[config.mk]
export PLATFORM = sky130hd
export DESIGN_NAME = sfoc_output_ctrl
export DESIGN_NICKNAME = d
export VERILOG_FILES = /design/src/sfoc_output_ctrl.sv /design/src/sfoc_reset_timer.sv
export SDC_FILE = /design/constraint.sdc
export NUM_CORES = 1
export LEC_CHECK = 0
export BUFFER_PORTS_ARGS = -buffer_cell sky130_fd_sc_hd__buf_2
export CAP_MARGIN = 20
export CORE_ASPECT_RATIO = 1.1
export CORE_MARGIN = 1.5
export CORE_UTILIZATION = 25
export DETAILED_ROUTE_END_ITERATION = 7
export GPL_TIMING_DRIVEN = 0
export PLACE_DENSITY = 0.46
export SKIP_CTS_REPAIR_TIMING = 1
export SLEW_MARGIN = 20
export SYNTH_ARGS = -nofsm -noshare
export SYNTH_HDL_FRONTEND = slang
export SYNTH_SLANG_ARGS = --single-unit
export TNS_END_PERCENT = 5
[constraint.sdc]
create_clock -name clk_sys -period 2.9 [get_ports clk_sys]
set_input_delay 0.58 -clock clk_sys [delete_from_list [all_inputs] [get_ports clk_sys]]
set_output_delay 0.58 -clock clk_sys [all_outputs]
set_load 0.05 [all_outputs]
[src/sfoc_output_ctrl.sv]
// shared package and safety output decision: function modes, routing, start-up
// Notes on behaviour
// - single mode: ten pairs, drive only pair a
// - four field: two protective, two warning fields
// - four field: pair index a also selects b
// - protective field a violated: pair a off
// - protective field b: only b clear changes
// - logic signals routed to outputs by setting
// - separate warning signals, also routable to the message and general outputs
// - one resolution per bank, six values
// - outputs off within response time
// - response time shared across the bank
// - start-up behaviour chosen per bank
// - automatic mode: enable without reset request
// - interlock mode: off after power until reset
// - interlock mode: restart automatically after violation
// - valid reset: held 0.12 s to 4 s
package sfoc_pkg;

  // timing: system clock rate and reset button hold window
  localparam int unsigned CLK_KHZ     = 25000;
  localparam int unsigned RST_MIN_MS  = 120;
  localparam int unsigned RST_MAX_MS  = 4000;
  localparam int unsigned RST_MIN_CYC = RST_MIN_MS * CLK_KHZ;  // least time, exact in cycles
  localparam int unsigned RST_MAX_CYC = RST_MAX_MS * CLK_KHZ;  // longest time, exact in cycles
  localparam int          CNT_W       = 27;

  // field pair numbering
  localparam int             PAIR_W     = 4;
  localparam logic [3:0]     PAIR_LAST  = 4'h9;
  localparam logic [3:0]     PAIR_RESET = 4'h0;
  localparam logic [7:0]     CFG_RESET  = 8'h00;

  // resolution values in millimetres
  localparam logic [7:0] RES_MM_30  = 8'h1E;
  localparam logic [7:0] RES_MM_40  = 8'h28;
  localparam logic [7:0] RES_MM_50  = 8'h32;
  localparam logic [7:0] RES_MM_60  = 8'h3C;
  localparam logic [7:0] RES_MM_70  = 8'h46;
  localparam logic [7:0] RES_MM_150 = 8'h96;

  typedef enum logic [2:0] {RES_30, RES_40, RES_50, RES_60, RES_70, RES_150} sfoc_res_t;
  typedef enum logic {MODE_SINGLE, MODE_FOUR} sfoc_fmode_t;
  typedef enum logic {START_AUTO, START_INTERLOCK} sfoc_start_t;
  typedef enum logic [1:0] {SIG_B_CLEAR, SIG_WARN_A, SIG_WARN_B, SIG_SAFE_A} sfoc_sig_t;

  // one configuration bank, shared by all of its field pairs
  typedef struct packed {
    sfoc_res_t   res;        // detection resolution
    logic [7:0]  max_speed;  // max vehicle speed, 0.1 m/s units
    logic [7:0]  resp_ms;    // response time in ms
    sfoc_start_t start;      // start-up behaviour
  } sfoc_bank_t;

  // field violations from the evaluation logic
  typedef struct packed {
    logic pf_a;  // protective field a
    logic pf_b;  // protective field b
    logic wf_a;  // warning field a
    logic wf_b;  // warning field b
  } sfoc_viol_t;

  // settings handed to the evaluation logic
  typedef struct packed {
    logic [3:0] pair_a;     // active pair of function a
    logic [3:0] pair_b;     // active pair of function b
    logic       pair_b_en;  // function b monitored
    logic [7:0] res_mm;     // resolution in mm
    logic [7:0] max_speed;  // max vehicle speed
    logic [7:0] resp_ms;    // response time
  } sfoc_eval_cfg_t;

endpackage : sfoc_pkg

`timescale 1ns/100ps
`default_nettype none

module sfoc_output_ctrl #(
  parameter int unsigned RST_MIN_CYC = sfoc_pkg::RST_MIN_CYC,
  parameter int unsigned RST_MAX_CYC = sfoc_pkg::RST_MAX_CYC
) (
  input  wire logic                     clk_sys,                  // system clock, 25 MHz
  input  wire logic                     srst,                     // sync reset, power-up
  input  wire sfoc_pkg::sfoc_viol_t     viol,                     // field violations
  input  wire sfoc_pkg::sfoc_fmode_t    func_mode,                // single or four field
  input  wire logic [3:0]               pair_sel_pin,             // field pair index pins
  input  wire sfoc_pkg::sfoc_bank_t     bank,                     // active bank settings
  input  wire sfoc_pkg::sfoc_sig_t [2:0] route_sel,               // source of msg, gen out, gen io
  input  wire logic                     reset_button_pin,         // reset button pin
  output var  logic [1:0]               safety_output_pair_a,     // safety pair, 11 = on
  output var  logic                     non_safe_message_output,  // routed message output
  output var  logic                     general_output_one,       // routed general output
  output var  logic                     general_io_one,           // routed general io
  output var  logic                     warn_field_a_violation,   // warning a violated
  output var  logic                     warn_field_b_violation,   // warning b violated
  output var  logic                     b_clear,                  // function b field clear
  output var  logic                     interlock_active,         // waiting for reset
  output var  sfoc_pkg::sfoc_eval_cfg_t eval_cfg                  // settings to evaluation
);

  typedef enum logic {ST_LOCKED, ST_ARMED} sfoc_state_t;

  // resolution code to millimetres
  function automatic logic [7:0] res_to_mm(input sfoc_pkg::sfoc_res_t r);
    case (r)
      sfoc_pkg::RES_30:  res_to_mm = sfoc_pkg::RES_MM_30;
      sfoc_pkg::RES_40:  res_to_mm = sfoc_pkg::RES_MM_40;
      sfoc_pkg::RES_50:  res_to_mm = sfoc_pkg::RES_MM_50;
      sfoc_pkg::RES_60:  res_to_mm = sfoc_pkg::RES_MM_60;
      sfoc_pkg::RES_70:  res_to_mm = sfoc_pkg::RES_MM_70;
      default:           res_to_mm = sfoc_pkg::RES_MM_150;
    endcase
  endfunction : res_to_mm

  // pick one logic signal for a switching output
  function automatic logic route_pick(input sfoc_pkg::sfoc_sig_t s, input logic [3:0] sig);
    case (s)
      sfoc_pkg::SIG_B_CLEAR: route_pick = sig[0];
      sfoc_pkg::SIG_WARN_A:  route_pick = sig[1];
      sfoc_pkg::SIG_WARN_B:  route_pick = sig[2];
      default:               route_pick = sig[3];
    endcase
  endfunction : route_pick

  logic                     reset_valid;
  logic [3:0]               sel_s1_q, sel_s2_q;
  sfoc_state_t              state_q, state_d;
  logic                     safe_q, safe_d;
  logic                     bclr_q, bclr_d, wa_q, wa_d, wb_q, wb_d;
  logic                     lock_q, lock_d;
  logic [2:0]               gen_q, gen_d;
  sfoc_pkg::sfoc_eval_cfg_t cfg_q, cfg_d;

  // timed reset button qualifier
  sfoc_reset_timer #(
    .MIN_CYC (RST_MIN_CYC),
    .MAX_CYC (RST_MAX_CYC)
  ) u_reset_timer (
    .clk_sys          (clk_sys),
    .srst             (srst),
    .reset_button_pin (reset_button_pin),
    .reset_valid      (reset_valid)
  );

  // start-up state: locked until released by mode or valid reset
  always_comb begin
    state_d = state_q;
    case (state_q)
      ST_LOCKED: begin
        if (bank.start == sfoc_pkg::START_AUTO) state_d = ST_ARMED;
        else if (reset_valid) state_d = ST_ARMED;
      end
      default: state_d = ST_ARMED;
    endcase
  end

  // output decisions and bank settings
  always_comb begin
    logic [3:0] sig;
    sig    = 4'h0;
    cfg_d  = cfg_q;
    safe_d = (state_q == ST_ARMED) && !viol.pf_a;
    lock_d = (state_q == ST_LOCKED);
    if (func_mode == sfoc_pkg::MODE_FOUR) begin
      bclr_d = !viol.pf_b;
      wb_d   = viol.wf_b;
    end else begin
      bclr_d = 1'b1;
      wb_d   = 1'b0;
    end
    wa_d = viol.wf_a;
    if (sel_s2_q <= sfoc_pkg::PAIR_LAST) cfg_d.pair_a = sel_s2_q;
    cfg_d.pair_b    = cfg_d.pair_a;
    cfg_d.pair_b_en = (func_mode == sfoc_pkg::MODE_FOUR);
    cfg_d.res_mm    = res_to_mm(bank.res);
    cfg_d.max_speed = bank.max_speed;
    cfg_d.resp_ms   = bank.resp_ms;
    sig = {safe_d, wb_d, wa_d, bclr_d};
    for (int i = 0; i < 3; i++) begin
      gen_d[i] = route_pick(route_sel[i], sig);
    end
  end

  // registers
  always_ff @(posedge clk_sys) begin
    if (srst) begin
      sel_s1_q <= sfoc_pkg::PAIR_RESET;
      sel_s2_q <= sfoc_pkg::PAIR_RESET;
      state_q  <= ST_LOCKED;
      safe_q   <= 1'b0;
      lock_q   <= 1'b1;
      bclr_q   <= 1'b0;
      wa_q     <= 1'b0;
      wb_q     <= 1'b0;
      gen_q    <= 3'h0;
      cfg_q    <= '{pair_a: sfoc_pkg::PAIR_RESET, pair_b: sfoc_pkg::PAIR_RESET, pair_b_en: 1'b0,
                    res_mm: sfoc_pkg::CFG_RESET, max_speed: sfoc_pkg::CFG_RESET, resp_ms: sfoc_pkg::CFG_RESET};
    end else begin
      sel_s1_q <= pair_sel_pin;
      sel_s2_q <= sel_s1_q;
      state_q  <= state_d;
      safe_q   <= safe_d;
      lock_q   <= lock_d;
      bclr_q   <= bclr_d;
      wa_q     <= wa_d;
      wb_q     <= wb_d;
      gen_q    <= gen_d;
      cfg_q    <= cfg_d;
    end
  end

  // outputs straight from flip-flops
  assign safety_output_pair_a    = {safe_q, safe_q};
  assign b_clear                 = bclr_q;
  assign warn_field_a_violation  = wa_q;
  assign warn_field_b_violation  = wb_q;
  assign non_safe_message_output = gen_q[0];
  assign general_output_one      = gen_q[1];
  assign general_io_one          = gen_q[2];
  assign interlock_active        = lock_q;
  assign eval_cfg                = cfg_q;

  a_pf_a_off: assert property (@(posedge clk_sys) disable iff (srst)
    viol.pf_a |=> safety_output_pair_a == 2'b00) else $error("pair a on with protective field a violated");
  a_resp_bound: assert property (@(posedge clk_sys) disable iff (srst)
    viol.pf_a [*2] |-> safety_output_pair_a == 2'b00) else $error("pair a not off in time");
  a_pf_b_no_safe: assert property (@(posedge clk_sys) disable iff (srst)
    (state_q == ST_ARMED && viol.pf_b && !viol.pf_a) |=> safety_output_pair_a == 2'b11)
    else $error("function b violation switched pair a");
  a_b_clear_track: assert property (@(posedge clk_sys) disable iff (srst)
    (func_mode == sfoc_pkg::MODE_FOUR) |=> b_clear == !$past(viol.pf_b)) else $error("b clear wrong");
  a_pair_b_follow: assert property (@(posedge clk_sys) disable iff (srst)
    eval_cfg.pair_b_en |-> eval_cfg.pair_b == eval_cfg.pair_a) else $error("pair b not following a");
  a_single_a_only: assert property (@(posedge clk_sys) disable iff (srst)
    (func_mode == sfoc_pkg::MODE_SINGLE) |=> !eval_cfg.pair_b_en && eval_cfg.pair_a <= sfoc_pkg::PAIR_LAST
      && !warn_field_b_violation) else $error("single mode uses function b");
  a_warn_a_route: assert property (@(posedge clk_sys) disable iff (srst)
    1'b1 |=> warn_field_a_violation == $past(viol.wf_a)) else $error("warning a lost");
  a_auto_start: assert property (@(posedge clk_sys)
    $fell(srst) && bank.start == sfoc_pkg::START_AUTO && !viol.pf_a ##1 !viol.pf_a
      |=> safety_output_pair_a == 2'b11) else $error("automatic start did not enable");
  a_interlock_hold: assert property (@(posedge clk_sys) disable iff (srst)
    (state_q == ST_LOCKED && bank.start == sfoc_pkg::START_INTERLOCK && !reset_valid)
      |=> safety_output_pair_a == 2'b00 && interlock_active) else $error("interlock released without reset");
  a_auto_restart: assert property (@(posedge clk_sys) disable iff (srst)
    (state_q == ST_ARMED && $past(viol.pf_a) && !viol.pf_a) |=> safety_output_pair_a == 2'b11)
    else $error("no automatic restart");
  a_bank_res: assert property (@(posedge clk_sys) disable iff (srst)
    1'b1 |=> eval_cfg.res_mm == res_to_mm($past(bank.res)) && eval_cfg.resp_ms == $past(bank.resp_ms))
    else $error("bank settings not applied");

endmodule : sfoc_output_ctrl

`default_nettype wire

[src/sfoc_reset_timer.sv]
// timed reset button qualifier: hold length judged on release
`timescale 1ns/100ps
`default_nettype none

module sfoc_reset_timer #(
  parameter int unsigned MIN_CYC = sfoc_pkg::RST_MIN_CYC,
  parameter int unsigned MAX_CYC = sfoc_pkg::RST_MAX_CYC
) (
  input  wire logic clk_sys,           // system clock
  input  wire logic srst,              // sync reset, active high
  input  wire logic reset_button_pin,  // raw reset button, active high
  output var  logic reset_valid        // one-cycle pulse on valid release
);

  localparam logic [sfoc_pkg::CNT_W-1:0] MIN_C = sfoc_pkg::CNT_W'(MIN_CYC);
  localparam logic [sfoc_pkg::CNT_W-1:0] MAX_C = sfoc_pkg::CNT_W'(MAX_CYC);
  localparam logic [sfoc_pkg::CNT_W-1:0] SAT_C = sfoc_pkg::CNT_W'(MAX_CYC + 1);

  logic                      s1_q, s2_q, prev_q, prev_d, valid_q, valid_d;
  logic [sfoc_pkg::CNT_W-1:0] cnt_q, cnt_d;

  // hold counter, saturating above the window; judge on release
  always_comb begin
    prev_d  = s2_q;
    cnt_d   = cnt_q;
    if (s2_q) begin
      if (cnt_q < SAT_C) cnt_d = cnt_q + 1'b1;
    end else begin
      cnt_d = '0;
    end
    valid_d = prev_q && !s2_q && (cnt_q >= MIN_C) && (cnt_q <= MAX_C);
  end

  // synchroniser and state registers
  always_ff @(posedge clk_sys) begin
    if (srst) begin
      s1_q    <= 1'b0;
      s2_q    <= 1'b0;
      prev_q  <= 1'b0;
      cnt_q   <= '0;
      valid_q <= 1'b0;
    end else begin
      s1_q    <= reset_button_pin;
      s2_q    <= s1_q;
      prev_q  <= prev_d;
      cnt_q   <= cnt_d;
      valid_q <= valid_d;
    end
  end

  assign reset_valid = valid_q;

  a_short_press: assert property (@(posedge clk_sys) disable iff (srst)
    (prev_q && !s2_q && cnt_q < MIN_C) |=> !valid_q) else $error("short reset press accepted");

endmodule : sfoc_reset_timer

`default_nettype wire

==> results of run 1 <==
-- layer usage --
layer,vias to the layer above,share of wire,global-route usage
met4,0,0.0092,0.03734
met1,1281,0.46,0.1517
li1,1376,-,-
met5,-,0,0
met2,65,0.47,0.1996
met3,7,0.055,0.03965
-- Yosys cell counts --
library cell  count
dfxtp_1          76
nor2b_1          35
a21oi_1          29
nand2_1          19
nor2_1           17
or4_1            16
o21ai_0          13
clkbuf_1         11
nand3_1          11
o31ai_1          11
or3_1            11
nor3_1           10
buf_4             9
nand4_1           9
inv_1             8
and3_1            5
buf_2             4
and2_1            3
mux4_2            3
nand2b_1          3
nor4_1            3
a21o_1            2
and4_1            2
ha_1              2
nand4b_1          2
nor4_4            2
o211ai_1          2
a311oi_1          1
a31o_1            1
a32o_1            1
a32oi_1           1
a41oi_1           1
buf_1             1
buf_6             1
conb_1            1
mux2i_1           1
nand3_2           1
nor3b_1           1
o21a_1            1
o311a_1           1
o41ai_1           1
xnor2_1           1
xor2_1            1
-- cell type report --
class                      count  area (um^2)  share of cell area
sequential                    76         1521              0.3823
inverter                       8        30.03            0.007545
clock inverter                 6        72.57             0.01823
buffer                        26        143.9             0.03615
clock buffer                  10        229.0             0.05753
multi-input combinational    224         1405              0.3530
tap                          154        192.7             0.04841
timing repair buffer          77        385.4             0.09682
-- worst max-delay path, delay by kind of cell, from the launching register on --
kind | cells | cell delay, ns
DFF | 1 | 0.30
and+or+nand+nor | 1 | 0.17
AOI/OAI and AO/OA | 4 | 0.92
buffers and inverters | 3 | 0.80
-- flip-flops by register name (all words and copies together) (netlist names), 3 cells and up --
name	count
gen_q	3
eval_cfg	28
sel_s1_q	4
u_reset_timer.cnt_q	27
sel_s2_q	4
-- through the flow --
stage,utilization,hold WS [ns],cells,cell area [um^2]
6_report,0.3293,0.4185,581,3980
5_1_grt,0.3293,0.4066,581,3980
4_1_cts,0.3293,0.4025,581,3980
3_5_place_dp,0.3043,0.4231,565,3679
3_3_place_gp,0.3043,0.4174,565,3679
2_1_floorplan,-,0.3997,334,3100
-- power by group --
group | internal [mW] | switching [mW]
clock | 0.676 | 0.452
combinational | 0.0692 | 0.155
sequential | 1.08 | 0.0105
-- logic make-up (layout without fill, tap and decap cells) --
kind of cell             after synthesis  count (layout)  synth area share
AND/OR/NAND/NOR                      150             150            0.2861
flip-flops                            76              76            0.4907
AO/OA/AOI/OAI                         65              65            0.1271
buffers and inverters                 34             127           0.05609
multiplexers                           4               4           0.02502
adder cells (fa/ha/maj)                2               2          0.008070
XOR/XNOR                               2               2          0.005651
other                                  1               1          0.001209
-- cell usage in the layout (no fill, tap or decap), types with 2 or more instances in the layout --
| cell | netlist | layout |
|---|---|---|
| nor2_1 | 17 | 17 |
| nand3_1 | 11 | 11 |
| nor3_1 | 10 | 10 |
| nand2b_1 | 3 | 3 |
| a21o_1 | 2 | 2 |
| nand2_1 | 19 | 19 |
| clkinv_4 | 0 | 2 |
| and3_1 | 5 | 5 |
| o211ai_1 | 2 | 2 |
| mux4_2 | 3 | 3 |
| inv_1 | 8 | 8 |
| nor4_1 | 3 | 3 |
| clkbuf_1 | 11 | 12 |
| buf_4 | 9 | 9 |
| or3_1 | 11 | 11 |
| nand4_1 | 9 | 9 |
| o31ai_1 | 11 | 11 |
| a21oi_1 | 29 | 29 |
| buf_2 | 4 | 81 |
| dfxtp_1 | 76 | 76 |
| and4_1 | 2 | 2 |
| clkbuf_16 | 0 | 9 |
| nor4_4 | 2 | 2 |
| and2_1 | 3 | 3 |
| o21ai_0 | 13 | 13 |
| inv_6 | 0 | 2 |
| nor2b_1 | 35 | 35 |
| ha_1 | 2 | 2 |
| or4_1 | 16 | 16 |
| nand4b_1 | 2 | 2 |
-- worst max path at each step --
| stage | startpoint | end | slack, ns | cells after the start |
|---|---|---|---|---|
| 6_report | u_reset_timer.cnt_q[14]$_SDFFE_PP0N_ | u_reset_timer.cnt_q[6]$_SDFFE_PP0N_ | 0.63 | 8 |
| 5_1_grt | u_reset_timer.cnt_q[14]$_SDFFE_PP0N_ | u_reset_timer.cnt_q[6]$_SDFFE_PP0N_ | 0.40 | 8 |
| 4_1_cts | u_reset_timer.cnt_q[14]$_SDFFE_PP0N_ | u_reset_timer.cnt_q[6]$_SDFFE_PP0N_ | 0.61 | 8 |
| 3_5_place_dp | u_reset_timer.cnt_q[14]$_SDFFE_PP0N_ | u_reset_timer.cnt_q[6]$_SDFFE_PP0N_ | 0.63 | 8 |
| 3_3_place_gp | u_reset_timer.cnt_q[14]$_SDFFE_PP0N_ | u_reset_timer.cnt_q[6]$_SDFFE_PP0N_ | 0.66 | 8 |
| 2_1_floorplan | u_reset_timer.cnt_q[6]$_SDFFE_PP0N_ | u_reset_timer.cnt_q[10]$_SDFFE_PP0N_ | 1.04 | 7 |
==> flow_summary.toml, run 1 <==
[cells_and_area]
fill_cells = 1284
diodes = 0
drive_gt1_frac = 0.2623
nNetsFinal = 462
syn_to_final_growth_pct = 28.37

[synthesis]
syn_inst = 334
syn-num-nets = 374
synth_seq_area_share = 0.4907
synth_warnings = 0
ys_seq_elements = 76
avgSynthCellArea_um2 = 9.283
ys_types = 43
yosys.area.top_type = "dfxtp_1"
syn_area_um2 = 3100
yosys-top-cells-area = "dfxtp_1 (49%), nor2b_1 (7.1%), a21oi_1 (4.7%), or4_1 (3.9%), o31ai_1 (2.7%)"
synth_top_area_frac = 0.4907

[worst_setup_path]
critPathMaxFanout = 10
rr_startpoint = "u_reset_timer.cnt_q[14]$_SDFFE_PP0N_"
critPathCaptureType = "flip-flop"
r2r_end = "u_reset_timer.cnt_q[6]$_SDFFE_PP0N_"
rr_worst_depth = 8
r2r_slack_ns = 0.63
required_ns = 3.16
critPathKind = "flip-flop to flip-flop"
cp_slowest_cell = "a311oi_1"
worstPathCellList = "clkbuf_1, nand4_1, a311oi_1, a32o_1, buf_2, buf_4, o21ai_0, a21oi_1"
cp-start-kind = "flip-flop"
max_stage_delay_ns = 0.36
critPathArrivalTime_ns = 2.53

[status]
status = "finished clean"

[clocking]
cts_tree = "done"
worstSkewPairLatency_ns = 0.33
clk_pin_slew_ns = 0.06
cts-root-buf = "clkbuf_16"
clockBufferDepth = 2
cts_htree_levels = 3
cts_made_buffers = 9
clock_sinks = 76

[sta]
fin_ws_ns = 0.6251
max_freq_mhz = 439.6
worstMarginPinSlew_ns = 0.5800
rsz0062_at_grt = "no"
fin_tns_setup_ns = 0
finalCriticalPeriod_ns = 2.275
setup_viol = 0
relSlewSlack = 0.6133
final_max_slew_viol_count = 0
timing.final.crit_share = 0.7845
fin_worst_skew_ns = 0.007058
final-hold-violation-count = 0

[global_routing]
grt_pass1_vias = 2538
grt_max_degree = 15
track_usage = 0.1222
antenna_found_initial = 0
grt-ovfl-total = 0
grt_pass1_wl_um = 12340

[floorplan]
rows = 42
ios = 80
initial_utilization = 0.2565
core_um2 = 12090
die_x_um = 109.2
die_area_um2 = 13080
die_h_um = 119.8

[placed_design]
port_buffers = 77
pre_cts_ws_ns = 0.6262
dp_hpwl_um = 5624
gp_congestion = 0.8567

[min_path]
hold_end = "safe_q$_SDFF_PP0_"
holdCritStartpoint = "viol[3]"
worstHoldPathType = "input pin to flip-flop"
min_path_cells = 2

[route]
drt_wl_total_um = 7697
dr.pass1.iters = 5
drt_iter0_markers = 129
drc = 0
vias_per_cell = 4.697
ant_nets = 0
avgRoutedWirePerCell_um = 13.25
num_vias = 2729

[power_and_ir_drop]
ir_drop_mv = 0.2551
total_power_mw = 2.441
powerDensity_nw_per_um2 = 613.4
p_leak_nw = 1.598

[job]
drv_cap = 0
Power figures use the tool's default switching activity.
==> run 2, diff against run 1 <==
Clock period 2.9 ns to 2.1 ns, I/O delays scaled along.
==> run 2 against run 1 <==
Net effect: routed wire length increased by 1.6%; sequential power increased by 38%; critical path type unchanged; utilization increased by 0.45 points; clock skew increased by 0.0011 ns; non-clock buffer count decreased by 4; sequential cell count unchanged; cell count decreased by 0.69%; count of clock-buffer cells in the layout unchanged.
==> flow_summary.toml, run 2 (synthesized netlist as in run 1, its figures left out) <==
[worst_setup_path]
required_ns = 2.29
critPathMaxFanout = 10
r2r_slack_ns = 0.04
cp-start-kind = "flip-flop"
critPathArrivalTime_ns = 2.25
max_stage_delay_ns = 0.36
critPathKind = "flip-flop to flip-flop"
cp_slowest_cell = "dfxtp_2"
worstPathCellList = "nor4_2, a311oi_2, a32o_2, buf_2, buf_4, o31ai_2, a21oi_1"
critPathCaptureType = "flip-flop"
rr_worst_depth = 7

[sta]
rsz0062_at_grt = "yes"
finalCriticalPeriod_ns = 2.059
hold-worst-slack_ns = 0.2572
fin_worst_skew_ns = 0.008177
max_freq_mhz = 485.6
relSlewSlack = 0.6443
setup_viol = 0
fin_ws_ns = 0.04083
final_max_slew_viol_count = 0
timing.final.crit_share = 0.9806
final-hold-violation-count = 0
worstMarginPinSlew_ns = 0.5335
fin_tns_setup_ns = 0

[cells_and_area]
largest_reg_flops = 28
reg_top3 = "eval_cfg x28, u_reset_timer.cnt_q x27"
final_common_cell = "buf_2"
drive_gt1_frac = 0.3097
nNetsFinal = 458
mostFrequentLayoutCells = "buf_2 (79), dfxtp_1 (66), nor2b_1 (35)"
diodes = 0
max_flop_register = "eval_cfg"
syn_to_final_growth_pct = 30.10
fill_cells = 1278

[clocking]
cts_tree = "done"
cts_htree_levels = 3
cts_made_buffers = 9
cts-root-buf = "clkbuf_16"
worstSkewPairLatency_ns = 0.34
clockBufferDepth = 2
clk_pin_slew_ns = 0.06
clock_sinks = 76

[route]
drt_iter0_markers = 127
avgRoutedWirePerCell_um = 13.56
vias_per_cell = 4.726
dr.pass1.iters = 4
num_vias = 2727
ant_nets = 0
drc = 0
drt_wl_total_um = 7822

[floorplan]
die_h_um = 119.8
die_area_um2 = 13080
ios = 80
core_um2 = 12090
die_x_um = 109.2
rows = 42
initial_utilization = 0.2565

[global_routing]
track_usage = 0.1222
grt_pass1_vias = 2538
antenna_found_initial = 0
grt_pass1_wl_um = 12340
grt_max_degree = 15
grt-ovfl-total = 0

[placed_design]
port_buffers = 77
gp_congestion = 0.8567
pre_cts_ws_ns = -0.1738
dp_hpwl_um = 5624

[power_and_ir_drop]
total_power_mw = 3.375
ir_drop_mv = 0.3558
powerDensity_nw_per_um2 = 836.7
p_leak_nw = 1.610

[status]
status = "finished clean"

[job]
drv_cap = 0

[min_path]
worstHoldPathType = "input pin to flip-flop"
min_path_cells = 2
-- run 2: area by class of cell --
class,count,area [um^2],area share
sequential,76,1536,0.3809
multi-input combinational,224,1458,0.3614
timing repair buffer,77,385.4,0.09553
clock buffer,10,229.0,0.05676
tap,154,192.7,0.04777
buffer,22,130.1,0.03226
clock inverter,6,72.57,0.01799
inverter,8,30.03,0.007444
-- run 2: power breakdown --
| part | total [mW] | internal [mW] | switching, mW |
|---|---|---|---|
| logic | 0.311 | 0.0964 | 0.214 |
| clock network | 1.56 | 0.933 | 0.629 |
| registers | 1.50 | 1.49 | 0.0149 |
| total | 3.38 | 2.52 | 0.858 |
-- run 2: final timing paths --
path                                       startpoint                                   end
setup / recovery  u_reset_timer.cnt_q[9]$_SDFFE_PP0N_  u_reset_timer.cnt_q[15]$_SDFFE_PP0N_
hold / removal                                bank[0]                    state_q$_SDFF_PP0_
setup reg to reg  u_reset_timer.cnt_q[9]$_SDFFE_PP0N_  u_reset_timer.cnt_q[15]$_SDFFE_PP0N_
hold reg to reg                sel_s1_q[2]$_SDFF_PP0_                sel_s2_q[2]$_SDFF_PP0_
-- run 2: stage by stage --
stage,area [um^2],cells,utilization
3_3_place_gp,3679,565,0.3043
3_5_place_dp,3679,565,0.3043
2_1_floorplan,3100,334,-
4_1_cts,3980,581,0.3293
5_1_grt,4034,577,0.3337
6_report,4034,577,0.3337
-- run 2: per-layer routing --
layer  part of all wire  wire length [um]  vias up  track usage
met5                  0                 0        -            0
met4              0.011                89        0      0.03734
met3              0.065               505        9      0.03965
met2               0.47              3676       70       0.1996
met1               0.45              3551     1277       0.1517
li1                   -                 -     1371            -
-- run 2: critical path: cells and delay by family, from the launching register on --
family / cells / cell delay [ns]
DFF: 1 / 0.36
and+or+nand+nor: 1 / 0.33
buffers and inverters: 2 / 0.40
AOI/OAI and AO/OA: 4 / 0.82
==> run 3, diff against run 2 <==
Settings changed: CORE_UTILIZATION 25 to 34, MAX_ROUTING_LAYER set to met4, PLACE_DENSITY 0.46 to 0.57.
==> run 3 against run 2 <==
Net effect: total power shrank 13%; non-clock buffer count rose by 2; sequential cell count did not move; via count decreased by 0.48%; worst hold slack worse by 0.0073 ns; global-route usage up 3.1 points; sequential power is essentially flat; worst setup slack improved by 0.018 ns; critical endpoint is now u_reset_timer.cnt_q[10]$_SDFFE_PP0N_.
==> flow_summary.toml, run 3 (synthesized netlist as in run 1, its figures left out) <==
[placed_design]
dp_hpwl_um = 5152
pre_cts_ws_ns = -0.1131
dpl_cell_area_um2 = 3628
port_buffers = 77
numPlacedInstances = 525
gp_congestion = 0.9086

[worst_setup_path]
worstPathCellList = "nor4_4, a311oi_2, a32o_2, clkbuf_4, buf_4, o31ai_1, a21oi_1"
critPathCaptureType = "flip-flop"
critPathArrivalTime_ns = 2.24
rr_startpoint = "u_reset_timer.cnt_q[9]$_SDFFE_PP0N_"
critPathKind = "flip-flop to flip-flop"
cp-start-kind = "flip-flop"
critPathMaxFanout = 10
rr_worst_depth = 7
startpoint = "u_reset_timer.cnt_q[9]$_SDFFE_PP0N_"
r2r_end = "u_reset_timer.cnt_q[10]$_SDFFE_PP0N_"
r2r_slack_ns = 0.06
required_ns = 2.30
max_stage_delay_ns = 0.37
cp_slowest_cell = "dfxtp_2"
crit_end = "u_reset_timer.cnt_q[10]$_SDFFE_PP0N_"

[route]
vias_per_cell = 5.035
ant_nets = 0
dr.pass1.iters = 4
num_vias = 2714
avgRoutedWirePerCell_um = 13.23
drt_wl_total_um = 7129
drc = 0
drt_iter0_markers = 128

[sta]
timing.final.crit_share = 0.9718
fin_worst_skew_ns = 0.01051
final-hold-violation-count = 0
max_freq_mhz = 490.0
finalCriticalPeriod_ns = 2.041
rsz0062_at_grt = "yes"
fin_ws_ns = 0.05930
final_max_slew_viol_count = 0
setup_viol = 0
worstMarginPinSlew_ns = 0.5057
relSlewSlack = 0.6629

[cells_and_area]
nNetsFinal = 460
syn_to_final_growth_pct = 25.99
mostFrequentLayoutCells = "buf_2 (78), dfxtp_1 (64), nor2b_1 (35)"
reg_top3 = "eval_cfg x28, u_reset_timer.cnt_q x27"
fin_area_um2 = 3906
max_flop_register = "eval_cfg"
drive_gt1_frac = 0.3176
fin_util = 0.4402
stdcell_count = 539
diodes = 0
final_common_cell = "buf_2"
largest_reg_flops = 28

[clocking]
clockBufferDepth = 2
clk_pin_slew_ns = 0.08
cts_made_buffers = 9
worstSkewPairLatency_ns = 0.34
cts_htree_levels = 3
cts_tree = "done"
cts-root-buf = "clkbuf_8"
clock_sinks = 76

[floorplan]
initial_utilization = 0.3494
die_area_um2 = 9702
die_h_um = 103.2
rows = 36
core_um2 = 8874
ios = 80
die_x_um = 94.05

[global_routing]
grt-ovfl-total = 0
track_usage = 0.1529
antenna_found_initial = 0
grt_pass1_vias = 2423
grt_max_degree = 15
grt_pass1_wl_um = 11340

[power_and_ir_drop]
p_clk_frac = 0.385
p_int_mw = 2.144
pwr-share-comb = 0.104
powerDensity_nw_per_um2 = 753.5
p_leak_nw = 1.577
power_frac_seq = 0.510
p_sw_uw = 799.3
ir_drop_mv = 0.3337
total_power_mw = 2.944
p_sw_frac = 0.2715

[job]
drv_cap = 0

[min_path]
worstHoldPathType = "input pin to flip-flop"

[status]
status = "finished clean"
-- run 3: final cells by class --
| type | count | area [um^2] |
|---|---|---|
| well taps | 114 | 142.6 |
| fillers | 901 | 4967 |
| flip-flops and latches | 76 | 1536 |
| multi-input cells | 224 | 1464 |
| plain buffers | 23 | 141.4 |
| clock buffers | 10 | 127.6 |
| inverters | 8 | 30.03 |
| repair buffers | 78 | 392.9 |
| clock inverters | 6 | 71.32 |
-- run 3: stage by stage --
stage	hold WS [ns]	TNS (ns)
2_1_floorplan	0.3997	0
6_report	0.2499	0
3_5_place_dp	0.4232	-1.247
3_3_place_gp	0.4122	-1.376
5_1_grt	0.2436	-0.1609
4_1_cts	0.2373	-1.529
-- run 3: worst min-delay path by stage --
stage	startpoint	endpoint	cells after the start
5_1_grt	bank[0]	state_q$_SDFF_PP0_	2
3_5_place_dp	state_q$_SDFF_PP0_	interlock_active$_SDFF_PP1_	1
2_1_floorplan	u_reset_timer.prev_q$_SDFF_PP0_	u_reset_timer.reset_valid$_SDFF_PP0_	2
6_report	viol[3]	safe_q$_SDFF_PP0_	2
3_3_place_gp	state_q$_SDFF_PP0_	interlock_active$_SDFF_PP1_	1
4_1_cts	viol[3]	safe_q$_SDFF_PP0_	2
-- run 3: worst max-delay path, delay by kind of cell (launching register included) --
kind | cells | cell delay [ns]
compound gates | 4 | 0.82
buf+inv | 2 | 0.40
flops | 1 | 0.37
simple gates | 1 | 0.31
-- run 3: power by group through the flow --
stage	combinational [mW]	sequential, mW	clock [mW]
detailed placement	0.309	1.54	0
floorplan	0.0906	1.66	0
global route	0.329	1.51	1.23
finish	0.307	1.50	1.13
global placement	0.307	1.54	0
CTS	0.309	1.50	1.17
-- run 3: routing by layer --
metal  up-vias  share of wire  track usage
met5         -              0            -
met4         0          0.021      0.05855
met3        16          0.068      0.02507
met2       101           0.46       0.2486
met1      1233           0.45       0.1907
li1       1364              -            -
